===== src/rtl/afe_pkg.sv =====
// Shared constants for the battery front-end register bank and its host controller.
// Assumes one 100 MHz clock shared by both ends.
package afe_pkg;
  // ==========================================================
  // Register map of the front end (byte addresses on the link)
  localparam logic [7:0] ADDR_CONFIG_STATUS = 8'h00;
  localparam logic [7:0] ADDR_OPERATING_STATUS = 8'h01;
  localparam logic [7:0] ADDR_ANALOG_OUTPUT_SELECT = 8'h03;
  localparam logic [7:0] ADDR_SLEEP_CONTROL = 8'h04;
  localparam logic [7:0] ADDR_FEATURE_CONFIGURATION = 8'h07;
  localparam logic [7:0] ADDR_FEATURE_WRITE_GUARD = 8'h08;
  // ==========================================================
  // Field positions
  localparam int SINGLE_FRONTEND_BIT = 5;
  localparam int WAKE_STATE_BIT = 4;
  localparam int EXT_OVERHEAT_BIT = 5;
  localparam int INT_OVERHEAT_BIT = 4;
  localparam int USER_FLAG_ONE_BIT = 7;
  localparam int USER_FLAG_ZERO_BIT = 6;
  localparam int SLEEP_BIT = 7;
  localparam int AUTO_SCAN_DISABLE_BIT = 7;
  localparam int REGULATOR_OFF_BIT = 6;
  localparam int SENSOR_SUPPLY_ON_BIT = 5;
  localparam int FORCED_RESET_BIT = 2;
  localparam int WAKE_PIN_DISABLE_BIT = 1;
  localparam int WAKE_POLARITY_BIT = 0;
  localparam int WRITE_UNLOCK_BIT = 7;
  localparam int USER_FLAG_THREE_BIT = 4;
  localparam int USER_FLAG_TWO_BIT = 3;
  // Writable bit masks; all other bits read zero, and all but the forced reset bit are reserved
  localparam logic [7:0] ANALOG_MASK = 8'hcf;
  localparam logic [7:0] SLEEP_MASK = 8'h80;
  localparam logic [7:0] FEATURE_MASK = 8'he3;
  localparam logic [7:0] GUARD_MASK = 8'h98;
  localparam logic [7:0] REG_RESET = 8'h00;
  // Analog select codes
  localparam logic [3:0] SEL_NONE = 4'h0;
  localparam logic [3:0] SEL_EXT_TEMP = 4'h8;
  localparam logic [3:0] SEL_INT_TEMP = 4'h9;
  // ==========================================================
  // Timing
  localparam int CLK_KHZ = 100_000;
  localparam int SCAN_PERIOD_MS = 640;
  localparam int SCAN_ON_MS = 5;
  localparam int SCAN_PERIOD_CYCLES = SCAN_PERIOD_MS * CLK_KHZ;
  localparam int SCAN_ON_CYCLES = SCAN_ON_MS * CLK_KHZ;
  // ==========================================================
  // Host controller APB registers
  localparam logic [7:0] HOST_CMD_OFFSET = 8'h00;
  localparam logic [7:0] HOST_STATUS_OFFSET = 8'h04;
  localparam int CMD_WDATA_LSB = 8;
  localparam int CMD_WRITE_BIT = 16;
  localparam int CMD_GO_BIT = 31;
  localparam int STAT_BUSY_BIT = 0;
  localparam int STAT_DONE_BIT = 1;
  localparam int STAT_RDATA_LSB = 8;
endpackage


===== src/rtl/afe_link_if.sv =====
// Register access link between host controller and front-end register bank.
// Stands for the serial link at transaction level; both ends on one clock.
`timescale 1ns/10ps
interface afe_link_if;
  logic req; // Held by host until ack
  logic we;
  logic [7:0] addr;
  logic [7:0] wdata;
  logic ack; // One-cycle answer pulse
  logic [7:0] rdata;
  modport host (output req, output we, output addr, output wdata, input ack, input rdata);
  modport device (input req, input we, input addr, input wdata, output ack, output rdata);
endinterface


===== src/rtl/afe_register_bank.sv =====
// Register bank of the battery front end, serving the host over the link.
// Assumes the host holds a request until ack; analog inputs are asynchronous.
//
// Rules this block and its host follow
// Writing one acts; status one means present.
// Host writes zeros into reserved bits.
// Host never writes addresses 09H to FFH.
// Host ignores reserved bits on read.
// Reading 01H clears its status bits.
// Other status bits simply follow their condition.
// External overheat flag sticky, read-clear once gone.
// Internal overheat flag sticky, read-clear once gone.
// Feature writes only while unlock bit set.
// Sleep clears on reset, wake edge, zero write.
// Wake status bit follows pin and polarity.
// Single front-end bit fixed, never writable.
// Feature register bit layout as specified.
// Forced reset bit zeroes every writable register.
// Sleep turns regulator off, keeps analog select.
// Auto scan powers sensor 5ms per 640ms.
// Analog select decodes cells and temperatures.
// Unused locations ignore writes, read zero.
//
// Design decision made here: register access over the transaction-level link, not APB.
`timescale 1ns/10ps
module afe_register_bank
  import afe_pkg::*;
#(
  parameter int SCAN_PERIOD = SCAN_PERIOD_CYCLES,
  parameter int SCAN_ON = SCAN_ON_CYCLES,
  parameter logic SINGLE_FRONTEND = 1'b1
) (
  input wire logic clk,
  input wire logic rst_n,
  afe_link_if.device link,
  input wire logic wakePin,
  input wire logic extOverheat,
  input wire logic intOverheat,
  output logic [3:0] analogSelect,
  output logic [6:0] cellSelect,
  output logic extTempSelect,
  output logic intTempSelect,
  output logic [3:0] userFlags,
  output logic sleepMode,
  output logic regulatorOff,
  output logic sensorSupply,
  output logic wakePinDisabled
);

  // ==========================================================
  // Helpers
  // Mux decode: one-hot cell, then ext and int temperature
  function automatic logic [8:0] decodeSelect(input logic [3:0] code);
    logic [8:0] sel;
    sel = '0;
    if (code >= 4'h1 && code <= 4'h7) begin
      sel[code - 4'h1] = 1'b1;
    end else if (code == SEL_EXT_TEMP) begin
      sel[7] = 1'b1;
    end else if (code == SEL_INT_TEMP) begin
      sel[8] = 1'b1;
    end
    return sel; // Zero and reserved codes give no output
  endfunction

  // ==========================================================
  // Input synchronisers
  logic wakeMetaQ, wakeSyncQ, wakePrevQ;
  logic extMetaQ, extSyncQ, intMetaQ, intSyncQ;

  // Two flops on every pin before any logic looks at it
  always_ff @(posedge clk) begin
    if (!rst_n) begin
      wakeMetaQ <= 1'b0;
      wakeSyncQ <= 1'b0;
      wakePrevQ <= 1'b0;
      extMetaQ <= 1'b0;
      extSyncQ <= 1'b0;
      intMetaQ <= 1'b0;
      intSyncQ <= 1'b0;
    end else begin
      wakeMetaQ <= wakePin;
      wakeSyncQ <= wakeMetaQ;
      wakePrevQ <= wakeSyncQ;
      extMetaQ <= extOverheat;
      extSyncQ <= extMetaQ;
      intMetaQ <= intOverheat;
      intSyncQ <= intMetaQ;
    end
  end

  // ==========================================================
  // Register state
  logic [7:0] analogQ, analogD;
  logic [7:0] featQ, featD;
  logic [7:0] guardQ, guardD;
  logic sleepQ, sleepD;
  logic extFlagQ, extFlagD, intFlagQ, intFlagD;
  logic ackQ, ackD;
  logic [7:0] rdataQ, rdataD;
  logic [8:0] muxQ, muxD;
  logic [31:0] scanCntQ, scanCntD;
  logic supplyQ, supplyD;

  logic access, wr, rd, wakeEvent, wakeState, unlocked;
  logic [7:0] readValue;

  // Access decode and wake handling
  always_comb begin
    access = link.req && !ackQ; // One access per request
    wr = access && link.we;
    rd = access && !link.we;
    unlocked = guardQ[WRITE_UNLOCK_BIT];
    // Status follows pin level per polarity
    wakeState = featQ[WAKE_POLARITY_BIT] ? wakeSyncQ : !wakeSyncQ;
    // Edge selected by polarity, blocked when wake pin disabled
    wakeEvent = !featQ[WAKE_PIN_DISABLE_BIT]
      && (featQ[WAKE_POLARITY_BIT] ? (wakeSyncQ && !wakePrevQ)
                                   : (!wakeSyncQ && wakePrevQ));
  end

  // Read mux; reserved bits and unused locations read zero
  always_comb begin
    readValue = 8'h00;
    if (link.addr == ADDR_CONFIG_STATUS) begin
      readValue[SINGLE_FRONTEND_BIT] = SINGLE_FRONTEND;
      readValue[WAKE_STATE_BIT] = wakeState;
    end else if (link.addr == ADDR_OPERATING_STATUS) begin
      readValue[EXT_OVERHEAT_BIT] = extFlagQ;
      readValue[INT_OVERHEAT_BIT] = intFlagQ;
    end else if (link.addr == ADDR_ANALOG_OUTPUT_SELECT) begin
      readValue = analogQ & ANALOG_MASK;
    end else if (link.addr == ADDR_SLEEP_CONTROL) begin
      readValue[SLEEP_BIT] = sleepQ;
    end else if (link.addr == ADDR_FEATURE_CONFIGURATION) begin
      readValue = featQ & FEATURE_MASK;
    end else if (link.addr == ADDR_FEATURE_WRITE_GUARD) begin
      readValue = guardQ & GUARD_MASK;
    end
  end

  // Next register values
  always_comb begin
    analogD = analogQ;
    featD = featQ;
    guardD = guardQ;
    sleepD = sleepQ;
    ackD = access;
    rdataD = rd ? readValue : rdataQ;
    // Set beats the read-clear, and the clear waits for the condition to go
    extFlagD = extSyncQ || (extFlagQ && !(rd && link.addr == ADDR_OPERATING_STATUS));
    intFlagD = intSyncQ || (intFlagQ && !(rd && link.addr == ADDR_OPERATING_STATUS));
    // Ones written act; reserved bits are masked off
    if (wr && link.addr == ADDR_ANALOG_OUTPUT_SELECT) begin
      analogD = link.wdata & ANALOG_MASK;
    end else if (wr && link.addr == ADDR_SLEEP_CONTROL) begin
      sleepD = link.wdata[SLEEP_BIT];
    end else if (wr && link.addr == ADDR_FEATURE_CONFIGURATION && unlocked) begin
      featD = link.wdata & FEATURE_MASK; // see
    end else if (wr && link.addr == ADDR_FEATURE_WRITE_GUARD) begin
      guardD = link.wdata & GUARD_MASK;
    end
    // Wake only matters while asleep; analog select is left alone
    if (wakeEvent) begin
      sleepD = 1'b0; // see
    end
    // Forced reset: every writable register back to zero, overheat flags take the synced condition
    if (wr && link.addr == ADDR_FEATURE_CONFIGURATION && unlocked
        && link.wdata[FORCED_RESET_BIT]) begin
      analogD = REG_RESET;
      featD = REG_RESET;
      guardD = REG_RESET;
      sleepD = 1'b0;
      extFlagD = extSyncQ;
      intFlagD = intSyncQ;
    end
    muxD = decodeSelect(analogD[3:0]);
  end

  // Automatic sensor scan and sensor supply
  always_comb begin
    scanCntD = scanCntQ;
    if (featQ[AUTO_SCAN_DISABLE_BIT]) begin
      scanCntD = '0;
    end else if (scanCntQ >= 32'(SCAN_PERIOD - 1)) begin
      scanCntD = '0;
    end else begin
      scanCntD = scanCntQ + 32'd1;
    end
    // Scan window at the start of each period; the manual enable overrides
    supplyD = featD[SENSOR_SUPPLY_ON_BIT]
      || (!featD[AUTO_SCAN_DISABLE_BIT] && scanCntD < 32'(SCAN_ON));
  end

  // Register everything; synchronous reset clears to zero
  always_ff @(posedge clk) begin
    if (!rst_n) begin
      analogQ <= REG_RESET;
      featQ <= REG_RESET;
      guardQ <= REG_RESET;
      sleepQ <= 1'b0;
      extFlagQ <= 1'b0;
      intFlagQ <= 1'b0;
      ackQ <= 1'b0;
      rdataQ <= 8'h00;
      muxQ <= '0;
      scanCntQ <= '0;
      supplyQ <= 1'b0;
    end else begin
      analogQ <= analogD;
      featQ <= featD;
      guardQ <= guardD;
      sleepQ <= sleepD;
      extFlagQ <= extFlagD;
      intFlagQ <= intFlagD;
      ackQ <= ackD;
      rdataQ <= rdataD;
      muxQ <= muxD;
      scanCntQ <= scanCntD;
      supplyQ <= supplyD;
    end
  end

  // ==========================================================
  // Outputs, all from flops
  assign link.ack = ackQ;
  assign link.rdata = rdataQ;
  assign analogSelect = analogQ[3:0];
  assign cellSelect = muxQ[6:0];
  assign extTempSelect = muxQ[7];
  assign intTempSelect = muxQ[8];
  assign userFlags = {guardQ[USER_FLAG_THREE_BIT], guardQ[USER_FLAG_TWO_BIT],
                      analogQ[USER_FLAG_ONE_BIT], analogQ[USER_FLAG_ZERO_BIT]};
  assign sleepMode = sleepQ;
  // Sleep or the disable bit turns the internal regulator off
  assign regulatorOff = sleepQ || featQ[REGULATOR_OFF_BIT];
  assign sensorSupply = supplyQ;
  assign wakePinDisabled = featQ[WAKE_PIN_DISABLE_BIT];

endmodule // afe_register_bank


===== src/flat_wrapper.sv =====
// flat-port wrapper written by rule: the top's interface ports become plain ports
module afe_register_bank_flat import afe_pkg::*;
#(
  parameter int SCAN_PERIOD = SCAN_PERIOD_CYCLES,
  parameter int SCAN_ON = SCAN_ON_CYCLES,
  parameter logic SINGLE_FRONTEND = 1'b1
)
  (clk, rst_n, wakePin, extOverheat, intOverheat, analogSelect, cellSelect, extTempSelect, intTempSelect, userFlags, sleepMode, regulatorOff, sensorSupply, wakePinDisabled, link_req, link_we, link_addr, link_wdata, link_ack, link_rdata);
  afe_link_if link_i ();
  input wire logic clk;
  input wire logic rst_n;
  input wire logic wakePin;
  input wire logic extOverheat;
  input wire logic intOverheat;
  output logic [3:0] analogSelect;
  output logic [6:0] cellSelect;
  output logic extTempSelect;
  output logic intTempSelect;
  output logic [3:0] userFlags;
  output logic sleepMode;
  output logic regulatorOff;
  output logic sensorSupply;
  output logic wakePinDisabled;
  input wire logic [$bits(link_i.req)-1:0] link_req;
  input wire logic [$bits(link_i.we)-1:0] link_we;
  input wire logic [$bits(link_i.addr)-1:0] link_addr;
  input wire logic [$bits(link_i.wdata)-1:0] link_wdata;
  output wire logic [$bits(link_i.ack)-1:0] link_ack;
  output wire logic [$bits(link_i.rdata)-1:0] link_rdata;
  assign link_i.req = link_req;
  assign link_i.we = link_we;
  assign link_i.addr = link_addr;
  assign link_i.wdata = link_wdata;
  assign link_ack = link_i.ack;
  assign link_rdata = link_i.rdata;
  afe_register_bank #(.SCAN_PERIOD(SCAN_PERIOD), .SCAN_ON(SCAN_ON), .SINGLE_FRONTEND(SINGLE_FRONTEND)) u_core (.clk(clk), .rst_n(rst_n), .link(link_i), .wakePin(wakePin), .extOverheat(extOverheat), .intOverheat(intOverheat), .analogSelect(analogSelect), .cellSelect(cellSelect), .extTempSelect(extTempSelect), .intTempSelect(intTempSelect), .userFlags(userFlags), .sleepMode(sleepMode), .regulatorOff(regulatorOff), .sensorSupply(sensorSupply), .wakePinDisabled(wakePinDisabled));
endmodule

===== config.mk =====
export PLATFORM = sky130hd
export DESIGN_NAME = afe_register_bank_flat
export DESIGN_NICKNAME = d
export VERILOG_FILES = /design/src/rtl/afe_pkg.sv /design/src/rtl/afe_link_if.sv /design/src/rtl/afe_register_bank.sv /design/src/flat_wrapper.sv
export SDC_FILE = /design/constraint.sdc
export NUM_CORES = 1
export LEC_CHECK = 0
export BUFFER_PORTS_ARGS = -buffer_cell sky130_fd_sc_hd__buf_2
export CORE_MARGIN = 5
export CORE_UTILIZATION = 32
export CTS_BUF_LIST = sky130_fd_sc_hd__clkbuf_4
export CTS_CLUSTER_DIAMETER = 60
export DETAILED_ROUTE_END_ITERATION = 8
export PLACE_DENSITY = 0.57
export RECOVER_POWER = 50
export SYNTH_ARGS = -nofsm -noshare
export SYNTH_HDL_FRONTEND = slang
export SYNTH_SLANG_ARGS = --single-unit
export TNS_END_PERCENT = 10

===== constraint.sdc =====
create_clock -name clk -period 3.85 [get_ports clk]
set_clock_uncertainty 0.2 [all_clocks]
set_input_delay 0.77 -clock clk [delete_from_list [all_inputs] [get_ports clk]]
set_output_delay 0.77 -clock clk [all_outputs]
set_load 0.02 [all_outputs]

### Word level (Yosys, flattened, before mapping)

Cells that the tools add are included.

* equality and inequality tests: 7
* reductions and logical operators: 36
* mux-type cells: 29
* $lt $le $gt $ge: 6
* add/subtract/negate cells: 2
* bitwise gates (word level): 4

Operator list (number)
* 32-bit 2-to-1 mux: 2
* 8-bit 2-to-1 mux: 7
* 32-bit by 1-bit adder with 32-bit output (second input constant): 1
* 32-bit by 26-bit >= comparator with 1-bit output (second input constant): 1
* 32-bit by 19-bit less-than comparator with 1-bit output (second input constant): 1
* 1-bit logical AND: 18
* 8-bit by 3-bit equality test with 1-bit output (second input constant): 2
* 4-bit 2-to-1 mux: 4
* 2-bit 2-to-1 mux: 5
* 1-bit 2-to-1 mux: 9
* 4-bit equality test (second input constant): 2
* 8-bit by 1-bit equality test with 1-bit output (second input constant): 1
* 8-bit by 2-bit equality test with 1-bit output (second input constant): 1
* 8-bit by 4-bit equality test with 1-bit output (second input constant): 1
* 4-bit by 1-bit >= comparator with 1-bit output (second input constant): 2
* 8-bit logical NOT: 1
* 1-bit logical NOT: 7
* 7-bit 2-to-1 mux: 1
* 4-bit by 5-bit less-than comparator with 1-bit output (second input constant): 1
* 1-bit demux with 4-bit select: 1
* 4-bit by 3-bit less-or-equal comparator with 1-bit output (second input constant): 1
* 1-bit logical OR: 4
* 1-bit inverter: 4
* 2-bit AND reduction: 2
* other kinds (5): 5

* output and inout port bits: 30
* input bits: 23
* logic and storage cells: 105
* register bits: 75

### Logic depth before layout (Yosys ltp)

Gate-level depths: netlist (run 1).

* depth after elaboration: 13
* gate-level depth with buffers: 10
* mapped depth without buffers: 8

### Worst setup path after synthesis (run 1)

No wires, ideal clock.

* path type: in2reg
* start point: input link_addr[5]
* end point: register u_core.supplyQ (netlist: u_core.sensorSupply)
* arrival time: 2619 ps
* buffers on the path: 2
* library setup time: 116 ps
* setup slack: 916 ps
* cell stages on the path: 9
* data required time: 3534 ps
* cell sequence: or4_1 > buf_2 > or4_1 > buf_2 > nor3b_2 > a21oi_2 > nand4_1 > a211oi_2 > a31o_1

* cells in the longest elaborated chain, start to end: 10
* elaborated cells on any way between the ends: 15
* those cells by class: eq/ne: 3; mux: 4; reduce/logical: 8

Ends and longest elaborated chain
* start: declaration: line flat_wrapper.sv:26 `input wire logic [$bits(link_i.addr)-1:0] link_addr;`
* 8-bit by 3-bit equality test with 1-bit output: line afe_register_bank.sv:158, afe_register_bank.sv:168
* 1-bit logical AND (2 in a row): line afe_register_bank.sv:158, afe_register_bank.sv:168
* 8-bit 2-to-1 mux: line afe_register_bank.sv:158 `end else if (wr && link.addr == ADDR_FEATURE_CONFIGURATION && unlocked) begin`
* 8-bit 2-to-1 mux: line afe_register_bank.sv:156 `end else if (wr && link.addr == ADDR_SLEEP_CONTROL) begin`
* 8-bit 2-to-1 mux: line afe_register_bank.sv:154 `if (wr && link.addr == ADDR_ANALOG_OUTPUT_SELECT) begin`
* 8-bit 2-to-1 mux *: line afe_register_bank.sv:168 `if (wr && link.addr == ADDR_FEATURE_CONFIGURATION && unlocked`
* 1-bit logical NOT: line afe_register_bank.sv:192 `|| (!featD[AUTO_SCAN_DISABLE_BIT] && scanCntD < 32'(SCAN_ON));`
* 1-bit logical AND: line afe_register_bank.sv:192
* 1-bit logical OR *: line afe_register_bank.sv:192
* end signal: assignment: line afe_register_bank.sv:220 `supplyQ <= supplyD;`
* end: declaration: line afe_register_bank.sv:103 `logic supplyQ, supplyD;`

Mark *: on every way between the ends. The rest lies on a longest branch, timed or not.
A chain may end at the register's enable or synchronous reset.

### Final worst setup path (run 1)

* start point: register u_core.scanCntQ[5]
* end point: register u_core.supplyQ (netlist: u_core.sensorSupply)

* cells in the longest elaborated chain, start to end: 6
* elaborated cells on any way between the ends: 7
* those cells by class: add/sub: 1; order compare: 2; mux: 2; reduce/logical: 2

Ends and longest elaborated chain
* start: declaration: line afe_register_bank.sv:102 `logic [31:0] scanCntQ, scanCntD;`
* start signal: assignment: line afe_register_bank.sv:219 `scanCntQ <= scanCntD;`
* 32-bit by 1-bit adder with 32-bit output or 32-bit by 26-bit >= comparator with 1-bit output (tied branches): line afe_register_bank.sv:188, afe_register_bank.sv:185
* 32-bit 2-to-1 mux *: line afe_register_bank.sv:185 `end else if (scanCntQ >= 32'(SCAN_PERIOD - 1)) begin`
* 32-bit 2-to-1 mux *: line afe_register_bank.sv:183 `if (featQ[AUTO_SCAN_DISABLE_BIT]) begin`
* 32-bit by 19-bit less-than comparator with 1-bit output *: line afe_register_bank.sv:192
* 1-bit logical AND *: line afe_register_bank.sv:192
* 1-bit logical OR *: line afe_register_bank.sv:192

Marks and branches as above.

==> flow_summary.toml, run 1 <==
[routing]
via_per_inst = 5.057
ant_nets = 0
drtPass1Iterations = 4
wl_per_cell_um = 13.47
vias = 3034
drtIter0Drc = 171
wl_um = 8080
drc_errors = 0

[timing]
finalSetupViolCount = 0
period_share_pct = 78.09
hold_viol_final = 0
fmax_ghz = 0.3326
worst_pin_slew_ns = 1.040
holdWs_ns = 0.2513
rsz0062_at_grt = "false"
slew_headroom_pct = 30.67
period_needed_ns = 3.007
tns_ns = 0
drv_slew = 0
fin_ws_ns = 0.8434

[layout]
fillCellCount = 1150
regArea_um2 = 1501
syn2layout_area_growth_pct = 12.85
drive_gt1_share_pct = 11.52
final_core_util_pct = 36.65
antenna-diode-count = 0
multi_input_area_um2 = 1868
final_common_cell = "dfxtp_1"
final_cell_mix = "75 x dfxtp_1, 62 x nor2_1, 32 x clkbuf_1, 29 x nand2_1, 28 x nand3_1"
fin_nets = 479
final_cells = 600

[grt]
gr-total-overflow = 0
grt_max_degree = 27
grt_antenna_before_repair = 0
grt_pass1_wl_um = 13720
gr-usage-all-layers_pct = 12.92
grt_pass1_vias = 2847

[placement]
place_congestion = 0.8882
dp_hpwl_um = 6022
placed_cells = 584
dp_slack_ns = 0.5569
port_buffers = 52

[power_and_ir_drop]
switching_share_pct = 24.15
clockPowerShare_pct = 35.5
power_leakage_nw = 1.385
p_sw_mw = 0.3205
intPower_mw = 1.007
p_comb_share_pct = 4.7
ir_drop_mv = 0.1760
power_density_nw_per_um2 = 335.7
seq_power_share_pct = 59.8

[synthesis]
netlist_area_um2 = 3505
synth_top_flop_cell = "dfxtp_1"
yosysTopAreaCell = "dfxtp_1"
yosysWarnings = 0
syn_avg_cell_area_um2 = 8.569
synth_top_area_share_pct = 42.84
async_flop_share_pct = 0
ys_ff_latch = 75
synth_area_leaders = "dfxtp_1 43%, nor2_1 6.6%, mux2i_1 4.6%, xor2_1 4.2%, nand3_1 4.0%"
postSynthCellCount = 409
synth_seq_area_share_pct = 42.84
synth_cell_types = 56
synth_enable_flop_cells = 0

[clock_network]
cts_buffers = 9
clk_latency_ns = 0.42
post-cts-setup-buffers = 0
cts_root_buf = "clkbuf_4"
cts_sinks = 75
cts_tree = "yes"
cts_resized = 0
cts_hold_buf = 0
htreeDepth = 3
path_clk_slew_ns = 0.13
clockBufferDepth = 2

[critical_path]
rrSetupSlack_ns = 0.84
cp-end-kind = "register"
reg2reg_from = "u_core.scanCntQ[5]$_SDFF_PN0_"
arrival_ns = 3.14
critPathLaunch = "u_core.scanCntQ[5]$_SDFF_PN0_"
required_ns = 3.98
crit_type = "reg -> reg"
r2r_cells = 7
critPathMaxFanout = 8
crit_path_start_kind = "register"
rr_endpoint = "u_core.sensorSupply$_SDFF_PN0_"
crit_end = "u_core.sensorSupply$_SDFF_PN0_"

[worst_hold_path]
hp-class = "reg -> reg"

[run_status]
status = "finished clean"

[floorplanning]
core_area_um2 = 10790
io-pin-count = 53
die_x_um = 114.7
rows = 38
die_area_um2 = 13140
die_y_um = 114.7
initial_utilization_pct = 32.47

[flow_run]
drv_cap = 0
-- worst min path at each step --
| stage | startpoint | end | slack (ns) | cells after the start |
|---|---|---|---|---|
| 2_1_floorplan | u_core.extMetaQ$_SDFF_PN0_ | u_core.extSyncQ$_SDFF_PN0_ | 0.21 | 1 |
| 3_3_place_gp | u_core.wakeMetaQ$_SDFF_PN0_ | u_core.wakeSyncQ$_SDFF_PN0_ | 0.22 | 1 |
| 3_5_place_dp | u_core.intMetaQ$_SDFF_PN0_ | u_core.intSyncQ$_SDFF_PN0_ | 0.22 | 1 |
| 4_1_cts | u_core.intMetaQ$_SDFF_PN0_ | u_core.intSyncQ$_SDFF_PN0_ | 0.25 | 1 |
| 5_1_grt | u_core.intMetaQ$_SDFF_PN0_ | u_core.intSyncQ$_SDFF_PN0_ | 0.28 | 1 |
| 6_report | u_core.wakeMetaQ$_SDFF_PN0_ | u_core.wakeSyncQ$_SDFF_PN0_ | 0.25 | 1 |
-- state kept, by name, indices dropped and copies added, names as in the netlist, 3 cells and up --
| name | flops |
|---|---|
| u_core.scanCntQ | 32 |
| u_core.muxQ | 9 |
| u_core.link.rdata | 8 |
| u_core.analogQ | 6 |
| u_core.featQ | 5 |
| u_core.guardQ | 3 |
-- through the flow --
step                      power, mW  instance area [um^2]
after floorplan              0.8473                  3523
after global placement       0.8741                  3867
after detailed placement     0.8746                  3867
after CTS                     1.362                  4004
after global routing          1.401                  3955
final                         1.328                  3955
-- worst max-delay path: stages, from the launching register on --
cell,delay [ns]
dfxtp_1,0.47
nand4_1,0.36
nor4_1,0.64
nand2_1,0.14
xor2_1,0.24
o2111ai_1,0.14
or4b_1,0.51
a31o_1,0.22
-- power groups by stage --
stage	clock network (mW)	logic (mW)	registers, mW
after global placement	0	0.0625	0.812
after global routing	0.534	0.0704	0.796
after CTS	0.504	0.0634	0.794
after floorplan	0	0.0337	0.814
final	0.471	0.0623	0.794
after detailed placement	0	0.0630	0.812
-- routing by layer --
layer | wire (um) | vias to the layer above | GRT usage [%]
met2 | 3468 | 72 | 19.32
met3 | 498 | 8 | 3.594
met1 | 3999 | 1421 | 17.84
li1 | - | 1533 | -
met5 | 0 | - | 0
met4 | 113 | 0 | 4.434
-- logic make-up (layout without fill, tap and decap cells) --
kind of cell	count (synthesis)	after routing	synth area share (%)
muxes	21	21	6.176
adders and majority gates	1	1	0.3570
other	1	6	0.1070
buffers and inverters	32	78	4.213
DFF	75	75	42.84
AOI/OAI and AO/OA	54	54	10.39
xor gates and xnor gates	26	26	6.498
and+or+nand+nor	199	199	29.42
-- synthesized netlist by cell type, drive strengths merged (2+ instances only) --
master,instances
nor3,12
a31oi,7
nand3b,2
nor2b,5
or2,3
mux2i,16
inv,5
dfxtp,75
xor2,17
or3,4
and2,12
nand4,12
o21ai,8
clkbuf,16
xnor2,9
a21oi,16
mux2,5
a32oi,2
and3,5
nand3,28
nor4,9
nor3b,5
a21boi,5
or4,2
buf,11
nor2,62
a41oi,2
and4,4
a211oi,3
nand2,29
a221oi,2
-- cell type report --
cell class / count / share of cell area, %
clock buffer: 9 / 1.708
clock inverter: 7 / 1.740
inverter: 5 / 0.4745
multi-input combinational: 307 / 47.23
sequential: 75 / 37.96
tap: 140 / 4.429
timing repair buffer: 57 / 6.454
Note: power is estimated with default switching activity, not from simulation.
==> run 2: changes to the inputs <==
--- a/config.mk
+++ b/config.mk
@@ -11,7 +11,7 @@
 export CTS_BUF_LIST = sky130_fd_sc_hd__clkbuf_4
 export CTS_CLUSTER_DIAMETER = 60
 export DETAILED_ROUTE_END_ITERATION = 8
-export PLACE_DENSITY = 0.57
+export PLACE_DENSITY = 0.59
 export RECOVER_POWER = 50
 export SYNTH_ARGS = -nofsm -noshare
 export SYNTH_HDL_FRONTEND = slang
==> constraint.sdc (replaced) <==
create_clock -name clk -period 2.7 [get_ports clk]
set_clock_uncertainty 0.2 [all_clocks]
set_input_delay 0.54 -clock clk [delete_from_list [all_inputs] [get_ports clk]]
set_output_delay 0.54 -clock clk [all_outputs]
set_load 0.02 [all_outputs]
==> flow_summary.toml, run 2 (same netlist as run 1, synthesis figures left out) <==
[layout]
fin_nets = 521
drive_gt1_share_pct = 20.52
design_area_um2 = 4329
top_register = "u_core.scanCntQ"
largest_reg_flops = 32
final_cell_mix = "73 x dfxtp_1, 62 x nor2_1, 44 x buf_4, 33 x clkbuf_1, 29 x nand2_1"
antenna-diode-count = 0
final_common_cell = "dfxtp_1"
syn2layout_area_growth_pct = 23.53

[routing]
drtIter0Drc = 154
vias = 3165
drtPass1Iterations = 4
ant_nets = 0
wl_per_cell_um = 13.34
drc_errors = 0
via_per_inst = 4.930
wl_um = 8565

[floorplanning]
core_area_um2 = 10790
io-pin-count = 53
die_area_um2 = 13140
rows = 38
die_x_um = 114.7
die_y_um = 114.7
initial_utilization_pct = 32.47

[clock_network]
cts_tree = "yes"
clockBufferDepth = 2
htreeDepth = 3
cts_buffers = 9
clk_latency_ns = 0.43
cts_root_buf = "clkbuf_4"
path_clk_slew_ns = 0.13
cts_hold_buf = 0
cts_sinks = 75

[timing]
hold_viol_final = 0
finalSetupViolCount = 0
worst_pin_slew_ns = 1.008
slew_headroom_pct = 32.78
period_needed_ns = 2.582
period_share_pct = 95.63
holdWs_ns = 0.1041
drv_slew = 0
rsz0062_at_grt = "false"
fmax_ghz = 0.3873

[grt]
gr-total-overflow = 0
grt_pass1_wl_um = 14160
grt_antenna_before_repair = 0
grt_pass1_vias = 2994
gr-usage-all-layers_pct = 13.42
grt_max_degree = 27

[power_and_ir_drop]
power_mw = 1.935
power_density_nw_per_um2 = 447.1
power_leakage_nw = 1.619
ir_drop_mv = 0.2325

[run_status]
status = "finished clean"

[critical_path]
cp-end-kind = "register"
arrival_ns = 2.72
crit_path_start_kind = "register"
critPathMaxFanout = 5
required_ns = 2.84
crit_type = "reg -> reg"

[flow_run]
drv_cap = 0

[placement]
port_buffers = 52
dp_hpwl_um = 6478
place_congestion = 0.8404
postPlaceCellArea_um2 = 4175

[worst_hold_path]
hp-class = "in -> reg"
-- run 2: cell types whose count changed in the layout (fill, tap and decap cells not counted), sizes merged --
cell	before	now
buf	25	65
clkinv	4	1
inv	5	8
clkbuf	41	43
-- run 2: cell type report --
type | instances | area, um^2
Multi-Input combinational cell | 307 | 1922
Clock buffer | 9 | 67.56
Fill cell | 1146 | 6464
Timing Repair Buffer | 99 | 566.8
Sequential cell | 75 | 1504
Inverter | 5 | 18.77
Tap cell | 140 | 175.2
Clock inverter | 7 | 75.07
-- run 2: layer usage --
| layer | track usage, % | up-vias | share of wire, % |
|---|---|---|---|
| met5 | 0 | - | 0 |
| met4 | 5.384 | 0 | 1.3 |
| met3 | 3.753 | 8 | 5.7 |
| met2 | 21.19 | 73 | 46 |
| met1 | 17.26 | 1478 | 47 |
| li1 | - | 1606 | - |
-- run 2: stage by stage --
step	TNS (ns)	cells	setup slack, ns	utilization (%)
after floorplan	0	414	0.003568	-
after global placement	0	624	0.01233	38.69
after detailed placement	-0.01184	624	-0.01184	38.69
after CTS	0	640	0.006055	40.01
after global routing	0	642	0.0001037	40.11
final	0	642	0.1179	40.11
-- run 2: what timing repair did --
action | in CTS | in global routing
setup buffers | 0 | 2
endpoints found under the setup margin | 0 | 26
gates resized for setup | 0 | 11
-- run 2: worst max-delay path, stage by stage (launching register included) --
cell	delay, ns
dfxtp_1	0.42
nand4_1	0.27
buf_4	0.26
nor4_4	0.25
nand3_1	0.13
xor2_1	0.16
a21oi_1	0.12
or4b_4	0.49
a31o_1	0.21
-- run 2: worst paths after layout --
| path | from | endpoint | slack [ns] | cells after the start |
|---|---|---|---|---|
| min reg2reg | u_core.extMetaQ$_SDFF_PN0_ | u_core.extSyncQ$_SDFF_PN0_ | 0.24 | 1 |
| max | u_core.scanCntQ[8]$_SDFF_PN0_ | u_core.sensorSupply$_SDFF_PN0_ | 0.12 | 8 |
| min | intOverheat | u_core.intMetaQ$_SDFF_PN0_ | 0.10 | 2 |
| max reg2reg | u_core.scanCntQ[8]$_SDFF_PN0_ | u_core.sensorSupply$_SDFF_PN0_ | 0.12 | 8 |
-- run 2: power by group --
| part | switching (mW) | internal [mW] |
|---|---|---|
| logic | 0.0538 | 0.0383 |
| clock network | 0.422 | 0.288 |
| registers | 0.0109 | 1.12 |
